$ cat config.mk
export PLATFORM = sky130hd
export DESIGN_NAME = panel_indicator
export DESIGN_NICKNAME = d
export VERILOG_FILES = /design/src/rtl/panel_pkg.sv /design/src/rtl/panel_indicator.sv
export SDC_FILE = /design/constraint.sdc
export NUM_CORES = 1
export LEC_CHECK = 0
export BUFFER_PORTS_ARGS = -buffer_cell sky130_fd_sc_hd__buf_4
export CORE_MARGIN = 2
export CORE_UTILIZATION = 57
export CTS_BUF_LIST = sky130_fd_sc_hd__clkbuf_8 sky130_fd_sc_hd__clkbuf_16
export DETAILED_ROUTE_END_ITERATION = 8
export PLACE_DENSITY_LB_ADDON = 0.3
export SYNTH_ARGS = -nofsm -noshare
export SYNTH_HDL_FRONTEND = slang
export SYNTH_SLANG_ARGS = --single-unit
$ cat constraint.sdc
create_clock -name clk -period 4.6 [get_ports clk]
set_input_delay 0.46 -clock clk [delete_from_list [all_inputs] [get_ports clk]]
set_output_delay 0.46 -clock clk [all_outputs]
set_load 0.05 [all_outputs]
$ cat src/rtl/panel_pkg.sv
// Constants and types for the panel switch and indicator block
package panel_pkg;

   // ----------------------------------------
   // Clock and timing
   // ----------------------------------------
   localparam int CLK_KHZ      = 50000;
   localparam int DEBOUNCE_MS  = 10;
   localparam int BLINK_ON_MS  = 200;
   localparam int BLINK_OFF_MS = 300;
   localparam int BLINK_GAP_MS = 1500;
   localparam int DEBOUNCE_CYC = DEBOUNCE_MS * CLK_KHZ;
   localparam int BLINK_ON_CYC = BLINK_ON_MS * CLK_KHZ;
   localparam int BLINK_OFF_CYC = BLINK_OFF_MS * CLK_KHZ;
   localparam int BLINK_GAP_CYC = BLINK_GAP_MS * CLK_KHZ;

   // ----------------------------------------
   // Switches
   // ----------------------------------------
   typedef enum logic [1:0] {
      SLIDE_MID = 2'h0,
      SLIDE_TOP = 2'h1,
      SLIDE_BOT = 2'h2
   } slide_t;

   typedef struct packed {
      slide_t     protect;
      slide_t     port_mode;
      logic [3:0] tens;
      logic [3:0] ones;
   } switches_t;

   // Protection on until the switches have settled
   localparam switches_t SW_RST = '{SLIDE_TOP, SLIDE_MID, 4'h0, 4'h0};
   localparam logic [3:0] DIGIT_MAX = 4'h9;
   localparam logic [7:0] ADDR_MAX  = 8'h40;
   localparam logic [7:0] TENS_WT   = 8'h0a;

   // ----------------------------------------
   // Serial link settings
   // ----------------------------------------
   typedef enum logic [3:0] {
      BAUD_50, BAUD_75, BAUD_110, BAUD_134P5, BAUD_150, BAUD_300, BAUD_600,
      BAUD_1200, BAUD_1800, BAUD_2000, BAUD_2400, BAUD_3600, BAUD_4800,
      BAUD_7200, BAUD_9600, BAUD_19200
   } baud_t;

   typedef struct packed {
      baud_t      baud;
      logic       par_en;
      logic       par_odd;
      logic       data8;
      logic       stop2;
      logic [7:0] addr;
   } link_cfg_t;

   localparam baud_t ASCII_BAUD  = BAUD_2400;
   localparam logic  ASCII_DATA8 = 1'b0;
   localparam baud_t RTU_BAUD    = BAUD_9600;
   localparam logic  RTU_DATA8   = 1'b1;

   // ----------------------------------------
   // Run LED blink coding
   // ----------------------------------------
   localparam logic [3:0] BLINKS_NONE   = 4'h0;
   localparam logic [3:0] BLINKS_STEADY = 4'hf;

   typedef enum logic [1:0] {
      BL_IDLE = 2'b00,
      BL_ON   = 2'b01,
      BL_OFF  = 2'b11,
      BL_GAP  = 2'b10
   } blink_st_t;

endpackage

$ cat src/rtl/panel_indicator.sv
// Panel switch decoding and LED indication for the controller front and rear
`timescale 1ns/1ps

module panel_indicator #(
   parameter int DEBOUNCE_CYC = panel_pkg::DEBOUNCE_CYC,
   parameter int ON_CYC       = panel_pkg::BLINK_ON_CYC,
   parameter int OFF_CYC      = panel_pkg::BLINK_OFF_CYC,
   parameter int GAP_CYC      = panel_pkg::BLINK_GAP_CYC
) (
   // Clock and reset
   input  wire logic                 clk,
   input  wire logic                 rst,
   // Front and rear panel switches
   input  wire panel_pkg::slide_t    protect_sw,
   input  wire panel_pkg::slide_t    port_mode_sw,
   input  wire logic [3:0]           tens_address_selector,
   input  wire logic [3:0]           ones_address_selector,
   // Software link settings and controller status
   input  wire panel_pkg::link_cfg_t soft_link,
   input  wire logic                 ctrl_running,
   input  wire logic                 err_active,
   input  wire logic [15:0]          err_code,
   input  wire logic                 net_activity,
   // Decoded settings
   output logic                      write_protect,
   output panel_pkg::link_cfg_t      link_cfg,
   output logic                      bridge_mode,
   output logic [7:0]                node_addr,
   output logic                      addr_invalid,
   output logic                      switches_valid,
   // Indicators
   output logic                      wp_led,
   output logic                      net_led,
   output logic                      run_led
);

   localparam int DW = $clog2(DEBOUNCE_CYC + 1);
   localparam int TW = $clog2(GAP_CYC + 1);

   // Gap must stay visibly longer than the dark time inside a group
   generate
      if (DEBOUNCE_CYC < 1 || ON_CYC < 1 || OFF_CYC < 1 ||
          GAP_CYC <= OFF_CYC || GAP_CYC < ON_CYC)
      begin : g_bad
         $error("panel_indicator: bad timing parameters");
      end
   endgenerate

   // ----------------------------------------
   // Error code to blink count
   // ----------------------------------------
   function automatic logic [3:0] blink_count(input logic [15:0] c);
      logic [3:0] n;
      n = panel_pkg::BLINKS_NONE;
      if (c == 16'h0000)
         n = panel_pkg::BLINKS_STEADY;
      else if (c == 16'h080b || c == 16'h080c || c == 16'h082e)
         n = 4'h2;
      else if (c == 16'h0769 || (c >= 16'h072a && c <= 16'h0730))
         n = 4'h3;
      else if (c >= 16'h0604 && c <= 16'h0631)
         n = 4'h4;
      else if (c == 16'h0503 || c == 16'h052d)
         n = 4'h5;
      else if (c == 16'h0402)
         n = 4'h6;
      else if (c == 16'h0300 || c == 16'h0301)
         n = 4'h7;
      else if (c >= 16'h8001 && c <= 16'h8003)
         n = 4'h8;
      return n;
   endfunction

   // ----------------------------------------
   // Switch debounce
   // ----------------------------------------
   panel_pkg::switches_t raw_sw;
   panel_pkg::switches_t sample_q;
   panel_pkg::switches_t stable_q;
   logic [DW-1:0]        db_cnt_q;
   logic                 valid_q;
   wire                  db_moved;
   wire                  db_done;

   assign raw_sw   = '{protect_sw, port_mode_sw, tens_address_selector, ones_address_selector};
   assign db_moved = (raw_sw != sample_q);
   assign db_done  = !db_moved && (db_cnt_q == DW'(DEBOUNCE_CYC - 1));

   // Any movement restarts the count, so a bouncing contact never reaches the decode
   always_ff @(posedge clk or posedge rst)
   begin
      if (rst)
      begin
         sample_q <= panel_pkg::SW_RST;
         stable_q <= panel_pkg::SW_RST;
         db_cnt_q <= '0;
         valid_q  <= 1'b0;
      end
      else
      begin
         sample_q <= raw_sw;
         db_cnt_q <= (db_moved || db_done) ? '0 : db_cnt_q + DW'(1);
         if (db_done)
         begin
            stable_q <= sample_q;
            valid_q  <= 1'b1;
         end
      end
   end

   // ----------------------------------------
   // Settings decode
   // ----------------------------------------
   panel_pkg::link_cfg_t link_fix;
   panel_pkg::link_cfg_t link_d;
   wire [7:0] node_sum;
   wire       digit_bad;
   wire       addr_bad;
   wire       fixed_mode;
   wire       ascii_mode;
   wire       wp_d;

   assign node_sum   = {4'h0, stable_q.tens} * panel_pkg::TENS_WT
                       + {4'h0, stable_q.ones};
   assign digit_bad  = (stable_q.tens > panel_pkg::DIGIT_MAX) ||
                       (stable_q.ones > panel_pkg::DIGIT_MAX);
   assign addr_bad   = digit_bad || (node_sum == 8'h00) ||
                       (node_sum > panel_pkg::ADDR_MAX);
   assign wp_d       = (stable_q.protect == panel_pkg::SLIDE_TOP);
   assign ascii_mode = (stable_q.port_mode == panel_pkg::SLIDE_TOP);
   // An unused switch code falls to the RTU setting rather than to software
   assign fixed_mode = (stable_q.port_mode != panel_pkg::SLIDE_BOT);
   assign link_fix   = '{baud:    ascii_mode ? panel_pkg::ASCII_BAUD
                                             : panel_pkg::RTU_BAUD,
                         par_en:  1'b1,
                         par_odd: 1'b0,
                         data8:   ascii_mode ? panel_pkg::ASCII_DATA8
                                             : panel_pkg::RTU_DATA8,
                         stop2:   1'b0,
                         addr:    node_sum};
   assign link_d     = fixed_mode ? link_fix : soft_link;

   always_ff @(posedge clk or posedge rst)
   begin
      if (rst)
      begin
         write_protect <= 1'b1;
         wp_led        <= 1'b1;
         link_cfg      <= '0;
         bridge_mode   <= 1'b0;
         node_addr     <= '0;
         addr_invalid  <= 1'b1;
         net_led       <= 1'b1;
      end
      else
      begin
         write_protect <= wp_d;
         wp_led        <= wp_d;
         link_cfg      <= link_d;
         bridge_mode   <= fixed_mode;
         node_addr     <= node_sum;
         addr_invalid  <= addr_bad;
         net_led       <= addr_bad || net_activity;
      end
   end

   assign switches_valid = valid_q;

   // ----------------------------------------
   // Run LED blink sequencer
   // ----------------------------------------
   panel_pkg::blink_st_t st_q;
   panel_pkg::blink_st_t st_d;
   logic [TW-1:0] tmr_q;
   logic [TW-1:0] tmr_d;
   logic [3:0]    pulses_q;
   logic [3:0]    pulses_d;
   logic [3:0]    total_q;
   logic [3:0]    total_d;
   wire  [3:0]    blink_total;
   wire           blink_go;
   wire           steady_err;

   assign blink_total = blink_count(err_code);
   assign steady_err  = err_active && (blink_total == panel_pkg::BLINKS_STEADY);
   assign blink_go    = err_active && !ctrl_running && !steady_err &&
                        (blink_total != panel_pkg::BLINKS_NONE);

   always_comb
   begin
      st_d     = st_q;
      tmr_d    = tmr_q + TW'(1);
      pulses_d = pulses_q;
      total_d  = total_q;
      case (st_q)
         panel_pkg::BL_IDLE:
         begin
            tmr_d = '0;
            if (blink_go)
            begin
               st_d     = panel_pkg::BL_ON;
               total_d  = blink_total;
               pulses_d = 4'h1;
            end
         end
         panel_pkg::BL_ON:
            if (tmr_q == TW'(ON_CYC - 1))
            begin
               tmr_d = '0;
               st_d  = (pulses_q == total_q) ? panel_pkg::BL_GAP : panel_pkg::BL_OFF;
            end
         panel_pkg::BL_OFF:
            if (tmr_q == TW'(OFF_CYC - 1))
            begin
               tmr_d    = '0;
               st_d     = panel_pkg::BL_ON;
               pulses_d = pulses_q + 4'h1;
            end
         panel_pkg::BL_GAP:
            if (tmr_q == TW'(GAP_CYC - 1))
            begin
               tmr_d = '0;
               st_d  = panel_pkg::BL_IDLE;
            end
         default:
         begin
            tmr_d = '0;
            st_d  = panel_pkg::BL_IDLE;
         end
      endcase
   end

   // A group already started finishes even if the error clears, so no half count shows
   always_ff @(posedge clk or posedge rst)
   begin
      if (rst)
      begin
         st_q     <= panel_pkg::BL_IDLE;
         tmr_q    <= '0;
         pulses_q <= '0;
         total_q  <= '0;
         run_led  <= 1'b0;
      end
      else
      begin
         st_q     <= st_d;
         tmr_q    <= tmr_d;
         pulses_q <= pulses_d;
         total_q  <= total_d;
         run_led  <= ctrl_running || steady_err || (st_q == panel_pkg::BL_ON);
      end
   end
endmodule

* Word level (Yosys, flattened, before mapping)
Index checks and enable logic that the tools add are counted. Widths: inputs -> output; s select.
Word-level totals: flip-flop bits (word level) 110, bits of input ports 49, word-level logic and storage cells 122
Cells by class: add/subtract/negate cells 4, multipliers 1, magnitude comparators 9, eq/ne operators 26, muxes and demuxes 25, reductions and logical operators 31
Operators with widths (number):
- $pmux 27 s4 | 1
- $mux 27 | 3
- $eq 16x11->1 const B | 4
- $eq 27x24->1 const B | 2
- $eq 16x12->1 const B | 3
- $mux 4 | 10
- $eq 16x10->1 const B | 2
- $ge 16x11->1 const B | 2
- $le 16x11->1 const B | 2
- $add 27x1->27 const B | 1
- $eq 27x27->1 const B | 1
- $add 19x1->19 const B | 1
- $eq 19x19->1 const B | 1
- $mux 19 | 1
- $ge 16x16->1 const B | 1
- $le 16x16->1 const B | 1
- $logic_not 16->1 | 1
- $mux 16 | 1
- $logic_or 1x1->1 | 12
- $ne 12x12->1 | 1
- $ne 2x2->1 const B | 5
- $add 8x4->8 | 1
- $gt 4x4->1 const B | 2
- $gt 8x7->1 const B | 1
- other kinds (20) | 36

* Depth between registers and ports, before layout
Gate-level depths: netlist of run 1.
depth after elaboration 17, mapped depth 9, mapped depth without buffers 9

* Worst setup path before layout of run 1
No wires, ideal clock.
path type register to register, start point reg stable_q[7] (netlist bit), end point reg net_led, setup time 0.094 ns, arrival time 2.467 ns, data required time 4.506 ns, setup slack 2.039 ns, stages on the path, launching flop included 9, path buffers 0, clock period less this slack 2.561 ns, cell sequence dfrtp_1 ha_1 ha_1 fa_1 nand2_1 o21bai_1 mux2i_1 a22o_1 or4_1
RTL lines:
- start: declaration | line panel_indicator.sv:79 | panel_pkg::switches_t stable_q;
- start signal: assignment | line panel_indicator.sv:95 | stable_q <= panel_pkg::SW_RST;
- start signal: assignment | line panel_indicator.sv:105 | stable_q <= sample_q;
- end signal: assignment | line panel_indicator.sv:163 | net_led <= addr_bad || net_activity;
- end: declaration | line panel_indicator.sv:33 | output logic net_led,

==> results.py, run 1 <==
metrics = {
    "route": {
        "first_pass_iters": 4,
        "drtIter0Drc": 191,
        "wl_per_cell_um": 15.1,
        "vias": 3804,
        "drt-vias-per-instance": 5.55,
        "drc": 0,
        "wirelength_um": 10300,
        "antenna_left": 0,
    },
    "cts": {
        "cts_setup_buffers": 0,
        "cts_max_level": 3,
        "cts.sinks": 110,
        "insertion_delay_ns": 0.37,
        "cts_buffer_depth": 2,
        "ctsHoldBuffers": 0,
        "cts_tree": "built",
        "path_clk_slew_ns": 0.10,
        "post_cts_resized": 0,
        "cts_made_buffers": 9,
        "cts_root_buf": "clkbuf_8",
    },
    "logic_synthesis": {
        "synth-edff-count": 0,
        "ys_ff_latch": 110,
        "synthTopCellsByArea": "dfrtp_1 50%, xnor2_1 5.6%, xor2_1 4.8%, nor2_1 4.7%, mux2_2 4.0%",
        "yosysTopAreaCell": "dfrtp_1",
        "syn_nets": 553,
        "synth.avg_cell_area_sq_um": 10.8,
        "synthFlopType": "dfrtp_1",
        "yosysMostFrequentCell": "dfrtp_1",
        "ys_async_sr_fraction": 1.00,
        "postSynthCellCount": 492,
        "yosysUniqueCellTypes": 59,
        "synth_top_area_frac": 0.495,
        "synthTopCellsByCount": "105 x dfrtp_1, 67 x nor2_1, 34 x xnor2_1",
        "synth_warnings": 0,
        "synth_area_sq_um": 5310,
        "yosysSeqAreaShare": 0.520,
    },
    "placement": {
        "portBuffers": 79,
        "postPlaceCellArea_sq_um": 5980,
        "dp_hpwl_um": 7580,
        "place_congestion": 0.870,
    },
    "worst_hold_path": {
        "min_path_type": "input pin to register",
    },
    "pwr": {
        "power_density_nw_per_um2": 258,
        "peakVddDrop_v": 0.000231,
        "leakage_nw": 2.79,
    },
    "sta": {
        "fin_crit_ns": 2.76,
        "rsz0062_at_grt": "false",
        "fin_skew_ns": 0.00807,
        "max_freq_mhz": 362,
        "worstMarginPinSlew_ns": 0.839,
        "maxSlewViolCount": 0,
        "setup_viol": 0,
        "hold_viol": 0,
        "maxSlewHeadroom": 0.441,
        "post-route-period-util": 0.600,
        "tns_ns": 0,
    },
    "die": {
        "start_util": 0.580,
        "die_h_um": 100,
        "ioPinCount": 80,
        "dieArea_sq_um": 10100,
        "die_w_um": 100,
        "core_sq_um": 9150,
        "rows": 35,
    },
    "worst_setup_path": {
        "crit_path_end_kind": "register",
        "crit_path_start_kind": "register",
        "path_class": "register to register",
        "worst-endpoint-required_ns": 4.89,
        "arrival_ns": 3.05,
        "crit_fanout": 6,
    },
    "global_route": {
        "grt_max_degree": 67,
        "antenna_found_initial": 0,
        "overflow": 0,
        "grt_usage": 0.221,
        "grt_pass1_vias": 3681,
        "grt_pass1_wl_um": 17500,
    },
    "final_layout": {
        "postLayoutCellArea_sq_um": 6150,
        "fill_cells": 702,
        "antennaDiodeCount": 0,
        "nNetsFinal": 631,
        "drive_above_1_share": 0.232,
        "area_growth_syn_to_layout_pct": 15.9,
    },
    "outcome": {
        "status": "complete, no violations",
    },
    "job": {
        "maxCapViolCount": 0,
    },
}
==> metrics by stage <==
step                total power, W  utilization  cells  hold slack, ns  setup WS (ns)
floorplan                  0.00103            -    492           0.363           1.25
global placement           0.00108        0.653    670           0.390           1.97
detailed placement         0.00108        0.653    670           0.389           1.86
CTS                        0.00161        0.672    685           0.176           1.83
global route               0.00166        0.672    685           0.154           1.72
finish                     0.00158        0.672    685           0.196           1.84
==> path summary, 6_finish.rpt <==
| check | from | endpoint | slack [ns] | cells past startpoint |
|---|---|---|---|---|
| worst max-delay path | stable_q[7] | net_led | 1.84 | 8 |
| min in group asynchronous | rst | link_cfg[12] | 0.24 | 2 |
| worst max register to register | stable_q[7] | net_led | 1.84 | 8 |
| worst min-delay path | protect_sw[0] | sample_q[10] | 0.20 | 1 |
| worst min register to register | stable_q[11] | wp_led | 0.41 | 1 |
| max in group asynchronous | rst | addr_invalid | 3.31 | 3 |
==> registers in the layout (all words and copies together) (netlist names) <==
name and cells:
tmr_q 27, pulses_q 4, run_led 1, switches_valid 1, net_led 1, db_cnt_q 19, total_q 4, sample_q 12
stable_q 12, addr_invalid 1, st_q 2, bridge_mode 1, node_addr 8, wp_led 1, link_cfg 16
==> final cells by class <==
type	instances	area, sq um	area share
Sequential cell	110	2760	0.449
Multi-Input combinational cell	354	2420	0.394
Timing Repair Buffer	80	601	0.0976
Tap cell	111	139	0.0226
Clock buffer	9	124	0.0201
Inverter	15	58.8	0.00956
Clock inverter	6	48.8	0.00793
==> routing by layer <==
layer | track usage | up-vias | share of wire
met5 | 0 | - | 0
met4 | 0.0506 | 0 | 0.0061
met3 | 0.0624 | 4 | 0.045
met2 | 0.348 | 75 | 0.50
met1 | 0.307 | 1856 | 0.45
li1 | - | 1869 | -
==> power breakdown <==
group / total, W / switching [W] / internal [W]
clock: 0.000526 / 0.000324 / 0.000202
sequential: 0.000976 / 0.00000383 / 0.000972
combinational: 0.0000832 / 0.0000431 / 0.0000400
==> cell usage in the layout, fill, tap and decap left out, types with 3 or more instances in the layout <==
| cell | instances |
|---|---|
| a21o_1 | 3 |
| a21oi_1 | 8 |
| and3_1 | 5 |
| and3b_1 | 3 |
| and4_1 | 4 |
| buf_4 | 80 |
| clkbuf_8 | 9 |
| dfrtp_1 | 105 |
| dfstp_2 | 5 |
| ha_1 | 10 |
| inv_1 | 15 |
| mux2_2 | 19 |
| mux2i_1 | 3 |
| nand2_1 | 28 |
| nand2b_1 | 6 |
| nand3_1 | 23 |
| nand4_1 | 15 |
| nor2_1 | 67 |
| nor2b_1 | 7 |
| nor3_1 | 13 |
| nor4_1 | 13 |
| nor4b_1 | 4 |
| nor4bb_1 | 3 |
| o21ai_0 | 7 |
| or2_2 | 3 |
| or3_1 | 6 |
| or4_1 | 4 |
| xnor2_1 | 34 |
| xor2_1 | 29 |
==> critical path: stages, from the launching register on <==
cell      delay [ns]
dfrtp_1         0.47
ha_1            0.30
ha_1            0.23
fa_1            0.53
nand2_1         0.07
o21bai_1        0.19
mux2i_1         0.14
a22o_1          0.23
or4_1           0.51
==> cells by family (layout without fill, tap and decap cells) <==
logic type	Yosys count	after routing	share of synthesized area
AND/OR/NAND/NOR	217	217	0.217
buffers and inverters	28	110	0.0238
multiplexers	23	23	0.0488
AO/OA/AOI/OAI	39	39	0.0549
XOR/XNOR	63	63	0.104
flip-flops	110	110	0.520
adder cells (fa/ha/maj)	12	12	0.0311
No activity file was read; power rests on OpenSTA's default activity.
==> run 2: changes to the inputs <==
CORE_UTILIZATION = 51   (was 57)
clock period = 2.5 ns   (was 4.6 ns; I/O delays follow)
==> run 2 against run 1 <==
The run now ends with negative setup slack left. Power is 90% higher. Design area is 5.7% higher. Die area is 11% higher. Largest cell class unchanged.
==> results.py, run 2 (same netlist as run 1, synthesis figures left out) <==
metrics = {
    "final_layout": {
        "utilization": 0.635,
        "drive_above_1_share": 0.258,
        "antennaDiodeCount": 0,
        "regMostFlops": "tmr_q",
        "final_cell_mix": "105 x dfrtp_1, 92 x buf_4, 67 x nor2_1, 34 x xnor2_1, 29 x xor2_1",
        "largest_reg_flops": 27,
        "top_regs": "tmr_q x27, db_cnt_q x19, link_cfg x16",
        "fill_cells": 801,
        "nNetsFinal": 657,
        "final_common_cell": "dfrtp_1",
        "area_growth_syn_to_layout_pct": 22.5,
    },
    "worst_setup_path": {
        "crit_buf_inv": 0,
        "arrival_ns": 2.92,
        "crit_fanout": 3,
        "crit_path_end_kind": "register",
        "crit_path_start_kind": "register",
        "critPathMaxStageDelay_ns": 0.57,
        "path_class": "register to register",
        "crit_family": "adder cells",
        "cp_slowest_cell": "fa_1",
        "cpMostUsedCell": "ha_4",
        "worst-endpoint-required_ns": 2.80,
        "crit_chain": "ha_4 -> ha_4 -> fa_1 -> nand2_2 -> o21bai_4 -> mux2i_1 -> a22o_1 -> or4_4",
    },
    "worst_hold_path": {
        "min_path_type": "input pin to asynchronous set/reset pin",
    },
    "cts": {
        "cts.sinks": 110,
        "cts_buffer_depth": 2,
        "insertion_delay_ns": 0.38,
        "cts_max_level": 3,
        "cts_root_buf": "clkbuf_8",
        "cts_made_buffers": 9,
        "path_clk_slew_ns": 0.11,
        "cts_tree": "built",
    },
    "sta": {
        "rsz0062_at_grt": "true",
        "finalWorstSetupSlack_ns": -0.119,
        "max_freq_mhz": 382,
        "hold_viol": 0,
        "maxSlewViolCount": 0,
        "worstMarginPinSlew_ns": 0.842,
        "setup_viol": 2,
        "fin_skew_ns": 0.0143,
        "worst_hold_slack_ns": 0.0338,
        "fin_crit_ns": 2.62,
        "post-route-period-util": 1.05,
        "maxSlewHeadroom": 0.439,
    },
    "die": {
        "die_w_um": 106,
        "ioPinCount": 80,
        "dieArea_sq_um": 11200,
        "start_util": 0.519,
        "die_h_um": 106,
        "rows": 37,
        "core_sq_um": 10200,
    },
    "route": {
        "vias": 3972,
        "drtIter0Drc": 116,
        "drc": 0,
        "wl_per_cell_um": 15.1,
        "wirelength_um": 11100,
        "first_pass_iters": 4,
        "drt-vias-per-instance": 5.39,
        "antenna_left": 0,
    },
    "pwr": {
        "peakVddDrop_v": 0.000445,
        "power_density_nw_per_um2": 464,
        "finalPower_w": 0.00301,
        "leakage_nw": 2.90,
    },
    "placement": {
        "place_congestion": 0.874,
        "portBuffers": 79,
        "dp_hpwl_um": 7770,
    },
    "global_route": {
        "grt_pass1_wl_um": 18500,
        "grt_max_degree": 111,
        "overflow": 0,
        "grt_pass1_vias": 3982,
        "grt_usage": 0.206,
        "antenna_found_initial": 0,
    },
    "job": {
        "maxCapViolCount": 0,
    },
    "outcome": {
        "status": "finished, violations left",
        "failed_checks": "negative setup slack",
    },
}
## run 2: cell types whose count changed in the layout (fill, tap and decap cells not counted), sizes merged
cell         before  now
clkinvlp          0    2
buf              80   94
dlygate4sd3       0   12
clkbuf            9   10
clkinv            2    3
inv              19   16
## run 2: power breakdown
group / switching, W / internal, W / leakage [nW]
combinational: 0.0000846 / 0.0000883 / 1.40
sequential: 0.00000670 / 0.00179 / 1.41
clock: 0.000640 / 0.000406 / 0.0973
total: 0.000731 / 0.00228 / 2.90
## run 2: routing by layer
layer	share of wire	vias up	track usage
met5	0	-	0
met4	0.022	0	0.0724
met3	0.044	27	0.0515
met2	0.51	92	0.353
met1	0.43	1925	0.255
li1	-	1928	-
## run 2: what timing repair did
action                     in CTS  in global routing
hold endpoints to repair       12                  0
hold buffers                   12                  0
gates resized for setup         3                  6
setup buffers                   1                  0
setup endpoints to repair       3                  3
pin swaps                       0                  5
## run 2: layout make-up
class	count	area, sq um	area share
Timing Repair Buffer	106	851	0.131
Inverter	15	60.1	0.00924
Sequential cell	110	2760	0.424
Multi-Input combinational cell	354	2470	0.380
Tap cell	136	170	0.0262
Clock buffer	10	138	0.0212
Clock inverter	6	53.8	0.00828
## run 2: path summary, 6_finish.rpt
check / to / slack (ns) / depth (start not counted) / startpoint
worst max-delay path: net_led / -0.12 / 8 / stable_q[7]
worst min-delay path: link_cfg[14] / 0.03 / 3 / rst
worst max register to register: net_led / -0.12 / 8 / stable_q[7]
worst min register to register: wp_led / 0.41 / 1 / stable_q[11]
max in group asynchronous: st_q[1] / 2.05 / 3 / rst
min in group clk: link_cfg[11] / 0.05 / 2 / soft_link[11]
## run 2: through the flow
stage | instance area, sq um | setup TNS, ns | setup slack, ns | instances
floorplan | 5310 | -0.0614 | -0.0614 | 492
CTS | 6470 | -0.0911 | -0.0911 | 737
global route | 6500 | -0.330 | -0.187 | 737
detailed placement | 6130 | -0.156 | -0.125 | 708
finish | 6500 | -0.147 | -0.119 | 737
global placement | 6130 | -0.0456 | -0.0456 | 708
## run 2: worst register-to-register path, delay by kind of cell (launching register included)
kind | cells | cell delay [ns]
muxes | 1 | 0.12
DFF | 1 | 0.43
and+or+nand+nor | 2 | 0.58
AOI/OAI and AO/OA | 2 | 0.42
adders and majority gates | 3 | 0.99
==> run 3: changes to the inputs <==
CAP_MARGIN = 5   (was not set)
GPL_TIMING_DRIVEN = 0   (was not set)
==> run 3 against run 2 <==
The flow still finishes with violations (negative setup slack). Clock power about the same. First-iteration DRC count up 66%. Critical path depth unchanged. Core utilization up 0.45 points. Final cell count up 0.81%. Power down 0.74%. Sequential share of layout area down 0.26 points. Critical endpoint unchanged. Via count up 1.1%.
==> results.py, run 3 (same netlist as run 1, synthesis figures left out) <==
metrics = {
    "outcome": {
        "status": "finished, violations left",
        "failed_checks": "negative setup slack",
    },
    "route": {
        "wirelength_um": 11400,
        "vias": 4016,
        "drt-vias-per-instance": 5.41,
        "drc": 0,
        "first_pass_iters": 4,
        "antenna_left": 0,
        "drtIter0Drc": 193,
        "wl_per_cell_um": 15.4,
    },
    "cts": {
        "insertion_delay_ns": 0.38,
        "cts_buffer_depth": 2,
        "cts_tree": "built",
        "cts_max_level": 3,
        "cts_root_buf": "clkbuf_8",
        "cts_made_buffers": 9,
        "path_clk_slew_ns": 0.11,
        "cts.sinks": 110,
    },
    "sta": {
        "worst_hold_slack_ns": 0.0514,
        "post-route-period-util": 1.00,
        "tns_ns": -0.0109,
        "rsz0062_at_grt": "true",
        "maxSlewViolCount": 0,
        "finalWorstSetupSlack_ns": -0.0109,
        "worstMarginPinSlew_ns": 0.726,
        "setup_viol": 1,
        "hold_viol": 0,
        "max_freq_mhz": 398,
        "fin_crit_ns": 2.51,
        "maxSlewHeadroom": 0.511,
        "fin_skew_ns": 0.0122,
    },
    "final_layout": {
        "nNetsFinal": 663,
        "final_common_cell": "dfrtp_1",
        "largest_reg_flops": 27,
        "utilization": 0.640,
        "regMostFlops": "tmr_q",
        "antennaDiodeCount": 0,
        "final_cells": 743,
        "drive_above_1_share": 0.265,
        "top_regs": "tmr_q x27, db_cnt_q x19, link_cfg x16",
        "fill_cells": 795,
        "final_cell_mix": "103 x dfrtp_1, 85 x buf_4, 66 x nor2_1, 33 x xnor2_1, 29 x xor2_1",
        "area_growth_syn_to_layout_pct": 23.4,
    },
    "worst_setup_path": {
        "worst-endpoint-required_ns": 2.81,
        "path_class": "register to register",
        "ff2ff_setup_slack_ns": -0.01,
        "cp_slowest_cell": "or4_1",
        "critPathMaxStageDelay_ns": 0.51,
        "cpMostUsedCell": "ha_4",
        "crit_fanout": 3,
        "arrival_ns": 2.82,
        "worstRegToRegCells": 8,
        "crit_chain": "ha_4 -> ha_4 -> fa_1 -> nand2_1 -> o21bai_4 -> mux2i_1 -> a22o_1 -> or4_1",
        "crit_path_end_kind": "register",
        "crit_path_start_kind": "register",
    },
    "global_route": {
        "use_met1": 0.253,
        "overflow": 0,
        "grt_use_met2": 0.379,
        "grt_usage": 0.211,
        "grt_max_degree": 44,
        "grt_pass1_wl_um": 18800,
        "antenna_found_initial": 0,
        "use_met3": 0.0460,
        "grt_pass1_vias": 4112,
        "grt_busiest_layer": "met2",
    },
    "job": {
        "maxCapViolCount": 0,
    },
    "die": {
        "dieArea_sq_um": 11200,
        "die_h_um": 106,
        "core_sq_um": 10200,
        "ioPinCount": 80,
        "die_w_um": 106,
        "start_util": 0.519,
        "rows": 37,
    },
    "pwr": {
        "peakVddDrop_v": 0.000461,
        "finalPower_w": 0.00299,
        "power_density_nw_per_um2": 457,
        "leakage_nw": 2.93,
    },
    "worst_hold_path": {
        "hold_depth": 2,
        "min_path_type": "input pin to register",
    },
    "placement": {
        "place_congestion": 0.827,
        "portBuffers": 76,
        "dp_hpwl_um": 8120,
        "placed_cells": 706,
    },
}
-- run 3: cell count changes in the layout (fill, tap and decap cells not counted), moves of 2 or more --
cell | before | now
buf_2 | 0 | 6
dfrtp_2 | 0 | 2
nor4_1 | 13 | 11
clkbuf_1 | 0 | 3
dfrtp_1 | 105 | 103
buf_4 | 92 | 85
clkbuf_4 | 0 | 2
-- run 3: report_power, final --
group | internal [W] | switching (W) | leakage (nW)
logic | 0.0000925 | 0.0000854 | 1.43
registers | 0.00179 | 0.00000726 | 1.41
clock network | 0.000397 | 0.000620 | 0.0960
-- run 3: critical path: cells and delay by family (launching register included) --
| kind | cells | cell delay, ns |
|---|---|---|
| AOI/OAI and AO/OA | 2 | 0.39 |
| DFF | 1 | 0.44 |
| adders and majority gates | 3 | 0.91 |
| and+or+nand+nor | 2 | 0.58 |
| muxes | 1 | 0.12 |
-- run 3: through the flow --
step                      worst slack [ns]  instance area (sq um)
after global routing                -0.106                   6550
after global placement              -0.165                   6050
after detailed placement            -0.210                   6090
after floorplan                    -0.0614                   5310
final                              -0.0109                   6550
after CTS                          -0.0600                   6500
-- run 3: final cells by class --
class                      instances  area, sq um  share of cell area
buffer                            13         75.1              0.0115
clock buffer                      10          138              0.0210
clock inverter                     6         45.0             0.00688
inverter                          15         60.1             0.00917
multi-input combinational        354         2500               0.381
sequential                       110         2760               0.422
tap                              136          170              0.0260
timing repair buffer              99          801               0.122
-- run 3: per-layer routing --
layer | up-vias | share of wire
met5 | - | 0
met4 | 0 | 0.013
met3 | 12 | 0.038
met2 | 74 | 0.52
met1 | 1994 | 0.43
li1 | 1936 | -
-- run 3: final timing paths --
check,to,startpoint
min in group asynchronous,link_cfg[13],rst
worst min register to register,wp_led,stable_q[11]
worst max-delay path,net_led,stable_q[7]
worst max register to register,net_led,stable_q[7]
worst min-delay path,link_cfg[13],soft_link[13]
max in group asynchronous,net_led,rst
-- run 3: timing repair --
item                       4_1_cts  5_1_grt
hold buffers                    13        0
hold endpoints to repair        40        0
setup endpoints to repair        3       23
resized for setup                9        8
pin swaps                        6        5
setup buffers                    7        1
